[src/rtl/irq_prio_pkg.sv]
// Constants shared by the interrupt prioritizer and its helpers.
// Assumes a 32-bit APB slave on pclk, one word per register.

package irq_prio_pkg;

	// ****************************************************************
	// Source counts and widths
	// ****************************************************************
	localparam int N_PERIPH    = 15;    // Peripheral source identifiers 0..14
	localparam int N_LEVEL     = 12;    // User-defined priority levels
	localparam int N_FLAG      = 16;    // General flag pins
	localparam int N_VEC       = 17;    // Fixed vectors plus user levels
	localparam int LVL_W       = 4;     // Width of one level field
	localparam int VEC_W       = 5;     // Width of a vector number

	// ****************************************************************
	// Vector numbers: fixed sources first, in priority order
	// ****************************************************************
	localparam logic [4:0] VEC_RESET = 5'h00;  // Reset interrupt
	localparam logic [4:0] VEC_PDOWN = 5'h01;  // Power-down interrupt
	localparam logic [4:0] VEC_EMU   = 5'h02;  // External emulator
	localparam logic [4:0] VEC_KERN  = 5'h03;  // Emulator kernel
	localparam logic [4:0] VEC_STACK = 5'h04;  // Stack interrupt
	localparam logic [4:0] VEC_USER0 = 5'h05;  // First user level
	localparam logic [4:0] VEC_NONE  = 5'h1F;  // Nothing selected

	// ****************************************************************
	// Register byte offsets
	// ****************************************************************
	localparam logic [7:0] OFS_CONTROL = 8'h00;  // interrupt_control
	localparam logic [7:0] OFS_MASK    = 8'h04;  // interrupt mask
	localparam logic [7:0] OFS_LATCH   = 8'h08;  // latch read
	localparam logic [7:0] OFS_FORCE   = 8'h0C;  // latch force (w1s)
	localparam logic [7:0] OFS_CLEAR   = 8'h10;  // latch clear (w1c)
	localparam logic [7:0] OFS_PRIO0   = 8'h14;  // Ids 0..7, 4 bits each
	localparam logic [7:0] OFS_PRIO1   = 8'h18;  // Ids 8..14
	localparam logic [7:0] OFS_FLAGDIR = 8'h1C;  // Flag pin 1 = output
	localparam logic [7:0] OFS_FLAGOUT = 8'h20;  // Flag pin out value
	localparam logic [7:0] OFS_FLAGMOD = 8'h24;  // 2 bits per pin
	localparam logic [7:0] OFS_FLAGAB  = 8'h28;  // [15:0] grp A,[31:16] B
	localparam logic [7:0] OFS_STATUS  = 8'h2C;  // Selected vector, state
	localparam logic [7:0] OFS_ISTAT   = 8'h30;  // Sticky events, w1c
	localparam logic [7:0] OFS_INTERRUPT_MASK_REGISTER   = 8'h34;  // Event irq mask

	// ****************************************************************
	// Control register fields
	// ****************************************************************
	localparam int CTL_NEST = 4;  // Nesting enable
	localparam int CTL_GIE  = 5;  // Global enable
	localparam logic [15:0] CTL_RW_MASK = 16'h0030;  // Writable bits
	localparam logic [15:0] CTL_RESET   = 16'h0000;  // Servicing off

	// ****************************************************************
	// Flag pin trigger modes
	// ****************************************************************
	typedef enum logic [1:0] {
		TRIG_LEVEL = 2'h0,  // High level
		TRIG_RISE  = 2'h1,  // Rising edge
		TRIG_FALL  = 2'h2,  // Falling edge
		TRIG_BOTH  = 2'h3   // Either edge
	} trig_mode_e;

	// Reset level map: id n -> n for 0..11, ids 12..14 -> 11
	localparam logic [31:0] PRIO0_RESET = 32'h7654_3210;
	localparam logic [31:0] PRIO1_RESET = 32'h0BBB_BA98;
	localparam logic [31:0] MASK_RESET  = 32'h0000_0000;

endpackage : irq_prio_pkg

[src/rtl/flag_pin_detect.sv]
// One flag pin: input synchroniser and trigger detector.
// Assumes the pin is asynchronous to pclk.

`timescale 1ns/10ps
`default_nettype none

module flag_pin_detect (
	input  wire logic       pclk,     // Core clock
	input  wire logic       presetn,  // Async reset, active low
	input  wire logic       pin_in,   // Raw pin level
	input  wire logic       is_out,   // Pin configured as output
	input  wire logic       out_val,  // Driven value when output
	input  wire logic [1:0] mode,     // Trigger mode
	output logic            req_lvl,  // Level request
	output logic            req_edge  // One-cycle edge event
);

	// ****************************************************************
	// State
	// ****************************************************************
	typedef struct packed {
		logic s1;     // First sync stage
		logic s2;     // Second sync stage
		logic s3;     // Third sync stage
		logic level;  // Agreed level
	} det_s;

	det_s state_reg;   // Registered state
	det_s state_next;  // Next state
	logic src;         // Selected source
	logic prev;        // Level before update

	// Output pins raise software interrupts off their own value
	assign src = is_out ? out_val : pin_in;

	// ****************************************************************
	// Sync, agree, detect
	// ****************************************************************
	always_comb begin
		state_next    = state_reg;
		state_next.s1 = src;
		state_next.s2 = state_reg.s1;
		state_next.s3 = state_reg.s2;
		prev          = state_reg.level;
		// Change counts once two late stages agree
		if (state_reg.s2 == state_reg.s3) begin
			state_next.level = state_reg.s3;
		end
	end

	always_comb begin
		req_lvl  = 1'b0;
		req_edge = 1'b0;
		unique case (irq_prio_pkg::trig_mode_e'(mode))
			irq_prio_pkg::TRIG_LEVEL: req_lvl = state_reg.level;
			irq_prio_pkg::TRIG_RISE:
				req_edge = state_next.level & ~prev;
			irq_prio_pkg::TRIG_FALL:
				req_edge = ~state_next.level & prev;
			irq_prio_pkg::TRIG_BOTH:
				req_edge = state_next.level ^ prev;
		endcase
	end

	// Register the state
	always_ff @(posedge pclk or negedge presetn) begin
		if (!presetn) begin
			state_reg <= '0;
		end else begin
			state_reg <= state_next;
		end
	end

endmodule : flag_pin_detect

`default_nettype wire

[src/rtl/prio_select.sv]
// Priority picker: lowest set index of a request vector wins.
// Pure combinational, used on the core clock.

`timescale 1ns/10ps
`default_nettype none

module prio_select (
	input  wire logic [16:0] req,    // Qualified requests
	output logic             found,  // Any request present
	output logic [4:0]       index   // Winning index
);

	// ****************************************************************
	// Scan from the top so the lowest index is kept last
	// ****************************************************************
	always_comb begin
		found = 1'b0;
		index = irq_prio_pkg::VEC_NONE;
		for (int i = 16; i >= 0; i--) begin
			if (req[i]) begin
				found = 1'b1;
				index = 5'(i);
			end
		end
	end

endmodule : prio_select

`default_nettype wire

[src/rtl/dsp_interrupt_prioritizer.sv]
// Interrupt prioritizer with APB registers and flag pin inputs.
// Assumes the core sequencer acknowledges with a vector number and
// signals return from a handler; peripherals give level requests.
//
// How it works
// - Seventeen sources: five fixed, twelve user levels.
// - Each peripheral maps to any user level.
// - Ids 0..11 reset to own level.
// - Ids 12..14 reset to level 11.
// - Each latched request ANDed with mask bit.
// - Only highest priority unmasked request presented.
// - Mask ignores emulation, power-down, reset.
// - Disable instruction blocks power-down interrupt.
// - Nested preempts, sequential waits for finish.
// - Control register holds nesting and global enable.
// - Flag pins raise software and hardware interrupts.
// - Flag trigger: level, single edge, both.
// - Enable/disable instructions gate servicing globally; reset and external emulator vectors still pass while disabled.
// - Servicing disabled after reset.
// - Latch register forces and clears pending.
//
// The address map and the APB slave port were left to the implementer.

`timescale 1ns/10ps
`default_nettype none

module dsp_interrupt_prioritizer (
	input  wire logic        pclk,          // Core clock, 50 MHz
	input  wire logic        presetn,       // Async reset, active low
	input  wire logic        psel,          // APB select
	input  wire logic        penable,       // APB access phase
	input  wire logic        pwrite,        // APB direction
	input  wire logic [7:0]  paddr,         // APB byte address
	input  wire logic [31:0] pwdata,        // APB write data
	output logic [31:0]      prdata,        // APB read data
	output logic             pready,        // APB ready
	output logic             pslverr,       // APB error
	input  wire logic [14:0] periph_req,    // Peripheral requests by id
	input  wire logic        stack_req,     // Stack level event
	input  wire logic        kernel_req,    // Emulator kernel event
	input  wire logic        pdown_req,     // Power-down event
	input  wire logic        emu_req,       // External emulator event
	input  wire logic        reset_req,     // Reset interrupt event
	input  wire logic [15:0] flag_pin_in,   // general_flag_pin inputs
	output logic [15:0]      flag_pin_out,  // general_flag_pin outputs
	output logic [15:0]      flag_pin_oe_n, // Low while driving
	input  wire logic        enable_interrupts_instruction,       // enable_interrupts_instruction
	input  wire logic        disable_interrupts_instruction,       // disable_interrupts_instruction
	input  wire logic        irq_ack,       // Core takes vector
	input  wire logic        irq_return,    // Core ends a handler
	output logic             irq_valid,     // Vector offered to core
	output logic [4:0]       irq_vector,    // Offered vector
	output logic             irq            // Event interrupt, level
);

	// ****************************************************************
	// State
	// ****************************************************************
	typedef struct packed {
		logic [15:0] ctl;        // interrupt_control_register
		logic [16:0] mask;       // interrupt_mask_register
		logic [16:0] latch;      // interrupt_latch_register
		logic [31:0] prio0;      // Level map ids 0..7
		logic [31:0] prio1;      // Level map ids 8..14
		logic [15:0] fdir;       // Flag direction
		logic [15:0] fout;       // Flag output value
		logic [31:0] fmode;      // Flag trigger modes
		logic [31:0] fgrp;       // Flag group enables
		logic [16:0] active;     // Handlers in service
		logic [4:0]  vec;        // Registered vector
		logic        vld;        // Registered valid
		logic [1:0]  istat;      // Sticky events: ack, return
		logic [1:0]  interrupt_mask_register;      // Event mask
		logic [31:0] rdata;      // Read data
	} ctl_s;

	ctl_s        st_reg;       // Registered state
	ctl_s        st_next;      // Next state
	logic [15:0] f_lvl;        // Flag level requests
	logic [15:0] f_edge;       // Flag edge events
	logic [14:0] src_lvl;      // Level requests by id
	logic [14:0] src_edge;     // Edge events by id
	logic [16:0] set_vec;      // Latch set this cycle
	logic [16:0] cand;         // Masked candidates
	logic [16:0] gated;        // After nesting gate
	logic        found;        // Any candidate
	logic [4:0]  win;          // Winner index
	logic        wr;           // APB write strobe
	logic        rd;           // APB read strobe
	logic        hit;          // Mapped address

	// ****************************************************************
	// Flag pins, one detector each
	// ****************************************************************
	// pins as sources
	genvar g;
	generate
		for (g = 0; g < 16; g++) begin : g_flag
			flag_pin_detect u_det (
				.pclk     (pclk),
				.presetn  (presetn),
				.pin_in   (flag_pin_in[g]),
				.is_out   (st_reg.fdir[g]),
				.out_val  (st_reg.fout[g]),
				.mode     (st_reg.fmode[2*g +: 2]),
				.req_lvl  (f_lvl[g]),
				.req_edge (f_edge[g])
			);
		end
	endgenerate

	// Pins face out only when set as outputs
	assign flag_pin_out  = st_reg.fout;
	assign flag_pin_oe_n = ~st_reg.fdir;

	// Group A and B gather any enabled pin
	always_comb begin
		src_lvl       = periph_req;
		src_edge      = '0;
		src_lvl[12]   = |(f_lvl & st_reg.fgrp[15:0]);
		src_lvl[13]   = |(f_lvl & st_reg.fgrp[31:16]);
		src_edge[12]  = |(f_edge & st_reg.fgrp[15:0]);
		src_edge[13]  = |(f_edge & st_reg.fgrp[31:16]);
	end

	// ****************************************************************
	// Request set vector per vector slot
	// ****************************************************************
	// seventeen slots
	always_comb begin
		set_vec = '0;
		set_vec[irq_prio_pkg::VEC_RESET] = reset_req;
		set_vec[irq_prio_pkg::VEC_PDOWN] = pdown_req;
		set_vec[irq_prio_pkg::VEC_EMU]   = emu_req;
		set_vec[irq_prio_pkg::VEC_KERN]  = kernel_req;
		set_vec[irq_prio_pkg::VEC_STACK] = stack_req;
		for (int i = 0; i < 15; i++) begin
			if (src_lvl[i] | src_edge[i]) begin
				if (i < 8) begin
					set_vec[5 + st_reg.prio0[4*i +: 4]] = 1'b1;
				end else begin
					set_vec[5 + st_reg.prio1[4*(i-8) +: 4]] = 1'b1;
				end
			end
		end
	end

	// ****************************************************************
	// Qualify and pick
	// ****************************************************************
	always_comb begin
		cand = st_reg.latch & st_reg.mask;
		cand[irq_prio_pkg::VEC_RESET] = st_reg.latch[irq_prio_pkg::VEC_RESET];
		cand[irq_prio_pkg::VEC_EMU]   = st_reg.latch[irq_prio_pkg::VEC_EMU];
		cand[irq_prio_pkg::VEC_PDOWN] =
			st_reg.latch[irq_prio_pkg::VEC_PDOWN] &
			st_reg.ctl[irq_prio_pkg::CTL_GIE];
		if (!st_reg.ctl[irq_prio_pkg::CTL_GIE]) begin
			cand = cand & 17'h00007;
		end
		gated = '0;
		// nested: only higher than the best active
		for (int i = 0; i < 17; i++) begin
			if (st_reg.ctl[irq_prio_pkg::CTL_NEST]) begin
				gated[i] = cand[i] & ~|(st_reg.active & ((17'h1 << i) - 17'h1))
					& ~st_reg.active[i];
			end else begin
				gated[i] = cand[i] & ~|st_reg.active;
			end
		end
	end

	// lowest index wins, levels ordered by index
	prio_select u_sel (
		.req   (gated),
		.found (found),
		.index (win)
	);

	// ****************************************************************
	// APB decode, single wait-free access
	// ****************************************************************
	assign wr      = psel & penable & pwrite;
	assign rd      = psel & ~penable & ~pwrite;
	assign pready  = 1'b1;
	assign hit     = (paddr[1:0] == 2'h0) &&
		(paddr <= irq_prio_pkg::OFS_INTERRUPT_MASK_REGISTER);
	assign pslverr = psel & penable & ~hit;
	assign prdata  = st_reg.rdata;
	assign irq_valid  = st_reg.vld;
	assign irq_vector = st_reg.vec;
	assign irq = |(st_reg.istat & st_reg.interrupt_mask_register);

	// ****************************************************************
	// Next state
	// ****************************************************************
	always_comb begin
		st_next = st_reg;
		// sticky latch; set wins over clear below
		if (wr && paddr == irq_prio_pkg::OFS_CLEAR) begin
			st_next.latch = st_reg.latch & ~pwdata[16:0];
		end
		if (irq_ack && st_reg.vld) begin
			st_next.latch[st_reg.vec]  = 1'b0;
			st_next.active[st_reg.vec] = 1'b1;
			st_next.istat[0]           = 1'b1;
		end
		if (wr && paddr == irq_prio_pkg::OFS_FORCE) begin
			st_next.latch = st_next.latch | pwdata[16:0];
		end
		st_next.latch = st_next.latch | set_vec;
		// Return retires the best handler in service
		if (irq_return) begin
			for (int i = 16; i >= 0; i--) begin
				if (st_reg.active[i]) begin
					st_next.active = st_reg.active & ~(17'h1 << i);
				end
			end
			st_next.istat[1] = 1'b1;
		end
		if (wr && paddr == irq_prio_pkg::OFS_CONTROL) begin
			st_next.ctl = pwdata[15:0] & irq_prio_pkg::CTL_RW_MASK;
		end
		if (enable_interrupts_instruction) begin
			st_next.ctl[irq_prio_pkg::CTL_GIE] = 1'b1;
		end
		if (disable_interrupts_instruction) begin
			st_next.ctl[irq_prio_pkg::CTL_GIE] = 1'b0;
		end
		if (wr) begin
			unique case (paddr)
				irq_prio_pkg::OFS_MASK:    st_next.mask  = pwdata[16:0];
				irq_prio_pkg::OFS_PRIO0:   st_next.prio0 = pwdata;
				irq_prio_pkg::OFS_PRIO1:   st_next.prio1 = {4'h0, pwdata[27:0]};
				irq_prio_pkg::OFS_FLAGDIR: st_next.fdir  = pwdata[15:0];
				irq_prio_pkg::OFS_FLAGOUT: st_next.fout  = pwdata[15:0];
				irq_prio_pkg::OFS_FLAGMOD: st_next.fmode = pwdata;
				irq_prio_pkg::OFS_FLAGAB:  st_next.fgrp  = pwdata;
				irq_prio_pkg::OFS_INTERRUPT_MASK_REGISTER:   st_next.interrupt_mask_register = pwdata[1:0];
				default: ;
			endcase
		end
		// Event bits: set wins over write-one-clear
		if (wr && paddr == irq_prio_pkg::OFS_ISTAT) begin
			st_next.istat = st_next.istat & ~(pwdata[1:0] & ~{irq_return,
				irq_ack & st_reg.vld});
		end
		// Level map nibbles above 11 are clamped to 11
		for (int i = 0; i < 8; i++) begin
			if (st_next.prio0[4*i +: 4] > 4'hB) st_next.prio0[4*i +: 4] = 4'hB;
			if (i < 7 && st_next.prio1[4*i +: 4] > 4'hB)
				st_next.prio1[4*i +: 4] = 4'hB;
		end
		// Offer the winner; hold while unacknowledged
		st_next.vld = found && !(irq_ack && st_reg.vld);
		st_next.vec = found ? win : irq_prio_pkg::VEC_NONE;
		// Read data captured in setup phase
		if (rd) begin
			unique case (paddr)
				irq_prio_pkg::OFS_CONTROL: st_next.rdata = {16'h0, st_reg.ctl};
				irq_prio_pkg::OFS_MASK:    st_next.rdata = {15'h0, st_reg.mask};
				irq_prio_pkg::OFS_LATCH:   st_next.rdata = {15'h0, st_reg.latch};
				irq_prio_pkg::OFS_PRIO0:   st_next.rdata = st_reg.prio0;
				irq_prio_pkg::OFS_PRIO1:   st_next.rdata = st_reg.prio1;
				irq_prio_pkg::OFS_FLAGDIR: st_next.rdata = {16'h0, st_reg.fdir};
				irq_prio_pkg::OFS_FLAGOUT: st_next.rdata = {16'h0, st_reg.fout};
				irq_prio_pkg::OFS_FLAGMOD: st_next.rdata = st_reg.fmode;
				irq_prio_pkg::OFS_FLAGAB:  st_next.rdata = st_reg.fgrp;
				irq_prio_pkg::OFS_STATUS:
					st_next.rdata = {10'h0, st_reg.active, st_reg.vec};
				irq_prio_pkg::OFS_ISTAT:   st_next.rdata = {30'h0, st_reg.istat};
				irq_prio_pkg::OFS_INTERRUPT_MASK_REGISTER:   st_next.rdata = {30'h0, st_reg.interrupt_mask_register};
				default:                   st_next.rdata = 32'h0000_0000;
			endcase
		end
	end

	// ****************************************************************
	// Register
	// ****************************************************************
	always_ff @(posedge pclk or negedge presetn) begin
		if (!presetn) begin
			st_reg       <= '0;
			st_reg.ctl   <= irq_prio_pkg::CTL_RESET;
			st_reg.prio0 <= irq_prio_pkg::PRIO0_RESET;
			st_reg.prio1 <= irq_prio_pkg::PRIO1_RESET;
			st_reg.mask  <= 17'h00000;
			st_reg.vec   <= irq_prio_pkg::VEC_NONE;
		end else begin
			st_reg <= st_next;
		end
	end

endmodule : dsp_interrupt_prioritizer

`default_nettype wire

[config.mk]
export PLATFORM = sky130hd
export DESIGN_NAME = dsp_interrupt_prioritizer
export DESIGN_NICKNAME = d
export VERILOG_FILES = /design/src/rtl/irq_prio_pkg.sv /design/src/rtl/flag_pin_detect.sv /design/src/rtl/prio_select.sv /design/src/rtl/dsp_interrupt_prioritizer.sv
export SDC_FILE = /design/constraint.sdc
export NUM_CORES = 1
export LEC_CHECK = 0
export BUFFER_PORTS_ARGS = -buffer_cell sky130_fd_sc_hd__buf_2
export CORE_MARGIN = 2
export CORE_UTILIZATION = 35
export CTS_CLUSTER_DIAMETER = 50
export DETAILED_ROUTE_END_ITERATION = 6
export GPL_ROUTABILITY_DRIVEN = 0
export PLACE_DENSITY = 0.57
export SKIP_LAST_GASP = 1
export SYNTH_ARGS = -nofsm -noshare
export SYNTH_HDL_FRONTEND = slang
export SYNTH_SLANG_ARGS = --single-unit
[constraint.sdc]
create_clock -name pclk -period 4.5 [get_ports pclk]
set_clock_uncertainty 0.1 [all_clocks]
set_input_delay 0.225 -clock pclk [delete_from_list [all_inputs] [get_ports pclk]]
set_output_delay 0.225 -clock pclk [all_outputs]
set_load 0.02 [all_outputs]
==> metrics.txt <==
slowest cell delay on critical path 880 ps; DRT antenna net count 0; most common cell after layout, fill and taps aside dfrtp_1; Via Count around 15,000; Die Ht around 230 um; placed insts between 2,000 and 2,500; RSZ-0062 raised after global routing false; final WL 64,080 um; failing checks DRC; antenna violations before repair 0; Die W between 200 and 250 um; Yosys cell types between 70 and 80; largest net degree at the start of global routing 123; Worst path slowest cell o311ai_0; Reg clk slew, reported paths approximately 70 ps; Area Overhead vs Synth 16.44%; register area around 0.0079 mm^2; pwr/cell area 453.1 mW/mm^2; CTS HTree Levels 2; vias in the first global route 15,170; Worst Path Arrival 3930 ps; Post-synth EDFFs 0; worst hold path type input pin to register; cell taking the most area after synthesis dfrtp_1; Syn Area/Cell between 9 and 10 um^2; detailed placer's ending HPWL 47,190 um; core area just under 0.05 mm^2; CTS sink count 315; Initial DRC Count ~2,300; endpoint type of the worst setup path register; final setup vio count 0; GRT overflow 0; Fmax achieved 273.2 MHz; Filler cells 4,818; crit-path max FO 8; Syn Nets 1,875; Post-CTS Setup Bufs 0; Slew HR a little over a quarter; clock buffer depth 3; layout cells sized above 1 24.05%; synth warn 0; fin cells 2,564; Worst-Skew Late Latency 550 ps; TritonRoute pass-1 iters 7; outcome finished with violations; max reg flops 197; leak pwr 8.618 nW; # DRC 11; n_diodes 0; vias per inst 6.039; post-synthesis sequential area ratio 45.48%; max-capacitance violation count 0; synthesized area between 0.015 and 0.02 mm^2; IO Port Bufs 154; total CTS buffers 39; CTS root buffer clkbuf_16; global-route wire length before repair 95,570 um; Placement Rows 81; final hold vios 0; worst path required time 4770 ps; Slew @ Worst Pin 1090 ps; worst vdd ir 0.5084 mV; WL per Instance 24.99 um; Period minus WS final ~3700 ps; worst path cell trace inv_1, nand2_1, o21ai_0, inv_1, ha_1, inv_1, mux4_2, a22oi_1, nand4_1, o311ai_0, o221ai_1; ys flop type dfrtp_1; setup TNS 0 ps; Nets 1,988; die area 0.05159 mm^2; #FFs+latches synth 315; Final period util 81.34%; most frequent cells in the layout dfrtp_1, nand2_1, buf_2, mux2_2, a21oi_1; Max Slew Vio Count 0; Syn Inst Count roughly 1,800; I/O pin total roughly 160; CP Class register to register; GRT Overall Usage 24.77%; ranking of synthesized cells by area dfrtp_1, mux2_2, dfstp_2; top cell type's share of synthesized area 40.35%; Initial Utilization 35.52%; critical path startpoint category register; CP most frequent cell inv_1; TritonCTS clock tree done; multi-input logic area 0.008513 mm^2; asr flop ratio synth 100.0%
## worst max-delay path: cells and delay by family (launching register included)
family / cells / cell delay (ps)
flops: 1 / 400
simple gates: 2 / 470
compound gates: 4 / 1500
buf+inv: 3 / 200
fa+ha+maj: 1 / 280
mux: 1 / 520
## kinds of logic (layout without fill, tap and decap cells)
family / Yosys count / in the layout / share of synthesized area, %
and+or+nand+nor: 517 / 517 / 15.70
DFF: 315 / 315 / 45.48
other: 1 / 1 / 0.02152
buffers and inverters: 214 / 356 / 5.838
muxes: 162 / 162 / 10.81
AOI/OAI and AO/OA: 517 / 517 / 19.86
adders and majority gates: 32 / 32 / 2.298
## area by class of cell
| type | instances | share of cell area [%] |
|---|---|---|
| flip-flops and latches | 315 | 39.06 |
| clock buffers | 54 | 5.544 |
| inverters | 64 | 1.184 |
| multi-input cells | 1229 | 41.96 |
| repair buffers | 222 | 7.104 |
| clock inverters | 16 | 1.055 |
| well taps | 664 | 4.095 |
## routing by layer
layer | vias up | routed length [um] | global-route usage (%)
li1 | 6785 | - | -
met1 | 7743 | 26920 | 32.87
met2 | 759 | 29140 | 39.20
met3 | 197 | 4792 | 4.750
met4 | 0 | 3222 | 11.32
met5 | - | 0 | 0
## repair_timing
action,CTS,global route
hold buffers,50,0
hold endpoints to repair,189,0
resized for setup,0,0
## through the flow
stage / hold WS (ps) / cell area, um^2 / utilization [%] / total power (W) / worst slack (ps)
2_1_floorplan: -170.6 / 17430 / - / 0.005164 / 1564
3_3_place_gp: 236.1 / 18450 / 37.61 / 0.005832 / 1013
3_5_place_dp: 235.6 / 18450 / 37.61 / 0.005858 / 933.0
4_1_cts: 0.9091 / 20290 / 41.36 / 0.009185 / 923.7
5_1_grt: 8.874 / 20290 / 41.36 / 0.009631 / 676.0
6_report: 9.646 / 20290 / 41.36 / 0.009192 / 839.8
## where the power goes
| group | internal (W) | switching, W | total, W |
|---|---|---|---|
| Combinational | 0.000828 | 0.00156 | 0.00238 |
| Sequential | 0.00312 | 0.000415 | 0.00354 |
| Clock | 0.00199 | 0.00128 | 0.00327 |
| Total | 0.00594 | 0.00325 | 0.00919 |
## synthesized netlist by cell type, drive strengths merged, types with 37 or more instances
cell / instances
dfrtp: 281
nand2: 153
mux2: 149
a21oi: 145
nor2: 85
clkbuf: 77
buf: 73
inv: 64
a22oi: 62
nand2b: 58
o21ai: 54
a211oi: 49
o22ai: 48
nor3: 37
## worst paths after layout
kind | start | end | slack, ps | cells past startpoint
max reg2reg | g_flag[7].u_det.prev$_DFF_PN0_ | st_reg[232]$_DFF_PN0_ | 840 | 11
max | g_flag[7].u_det.prev$_DFF_PN0_ | st_reg[232]$_DFF_PN0_ | 840 | 11
max in group asynchronous | presetn | g_flag[14].u_det.state_next[2]$_DFF_PN0_ | 2870 | 3
min reg2reg | g_flag[14].u_det.state_next[2]$_DFF_PN0_ | g_flag[14].u_det.state_next[1]$_DFF_PN0_ | 250 | 0
min | pwdata[9] | st_reg[164]$_DFF_PN1_ | 10 | 3
min in group asynchronous | presetn | st_reg[187]$_DFF_PN0_ | 280 | 2
(Power assumes the default switching activity.)
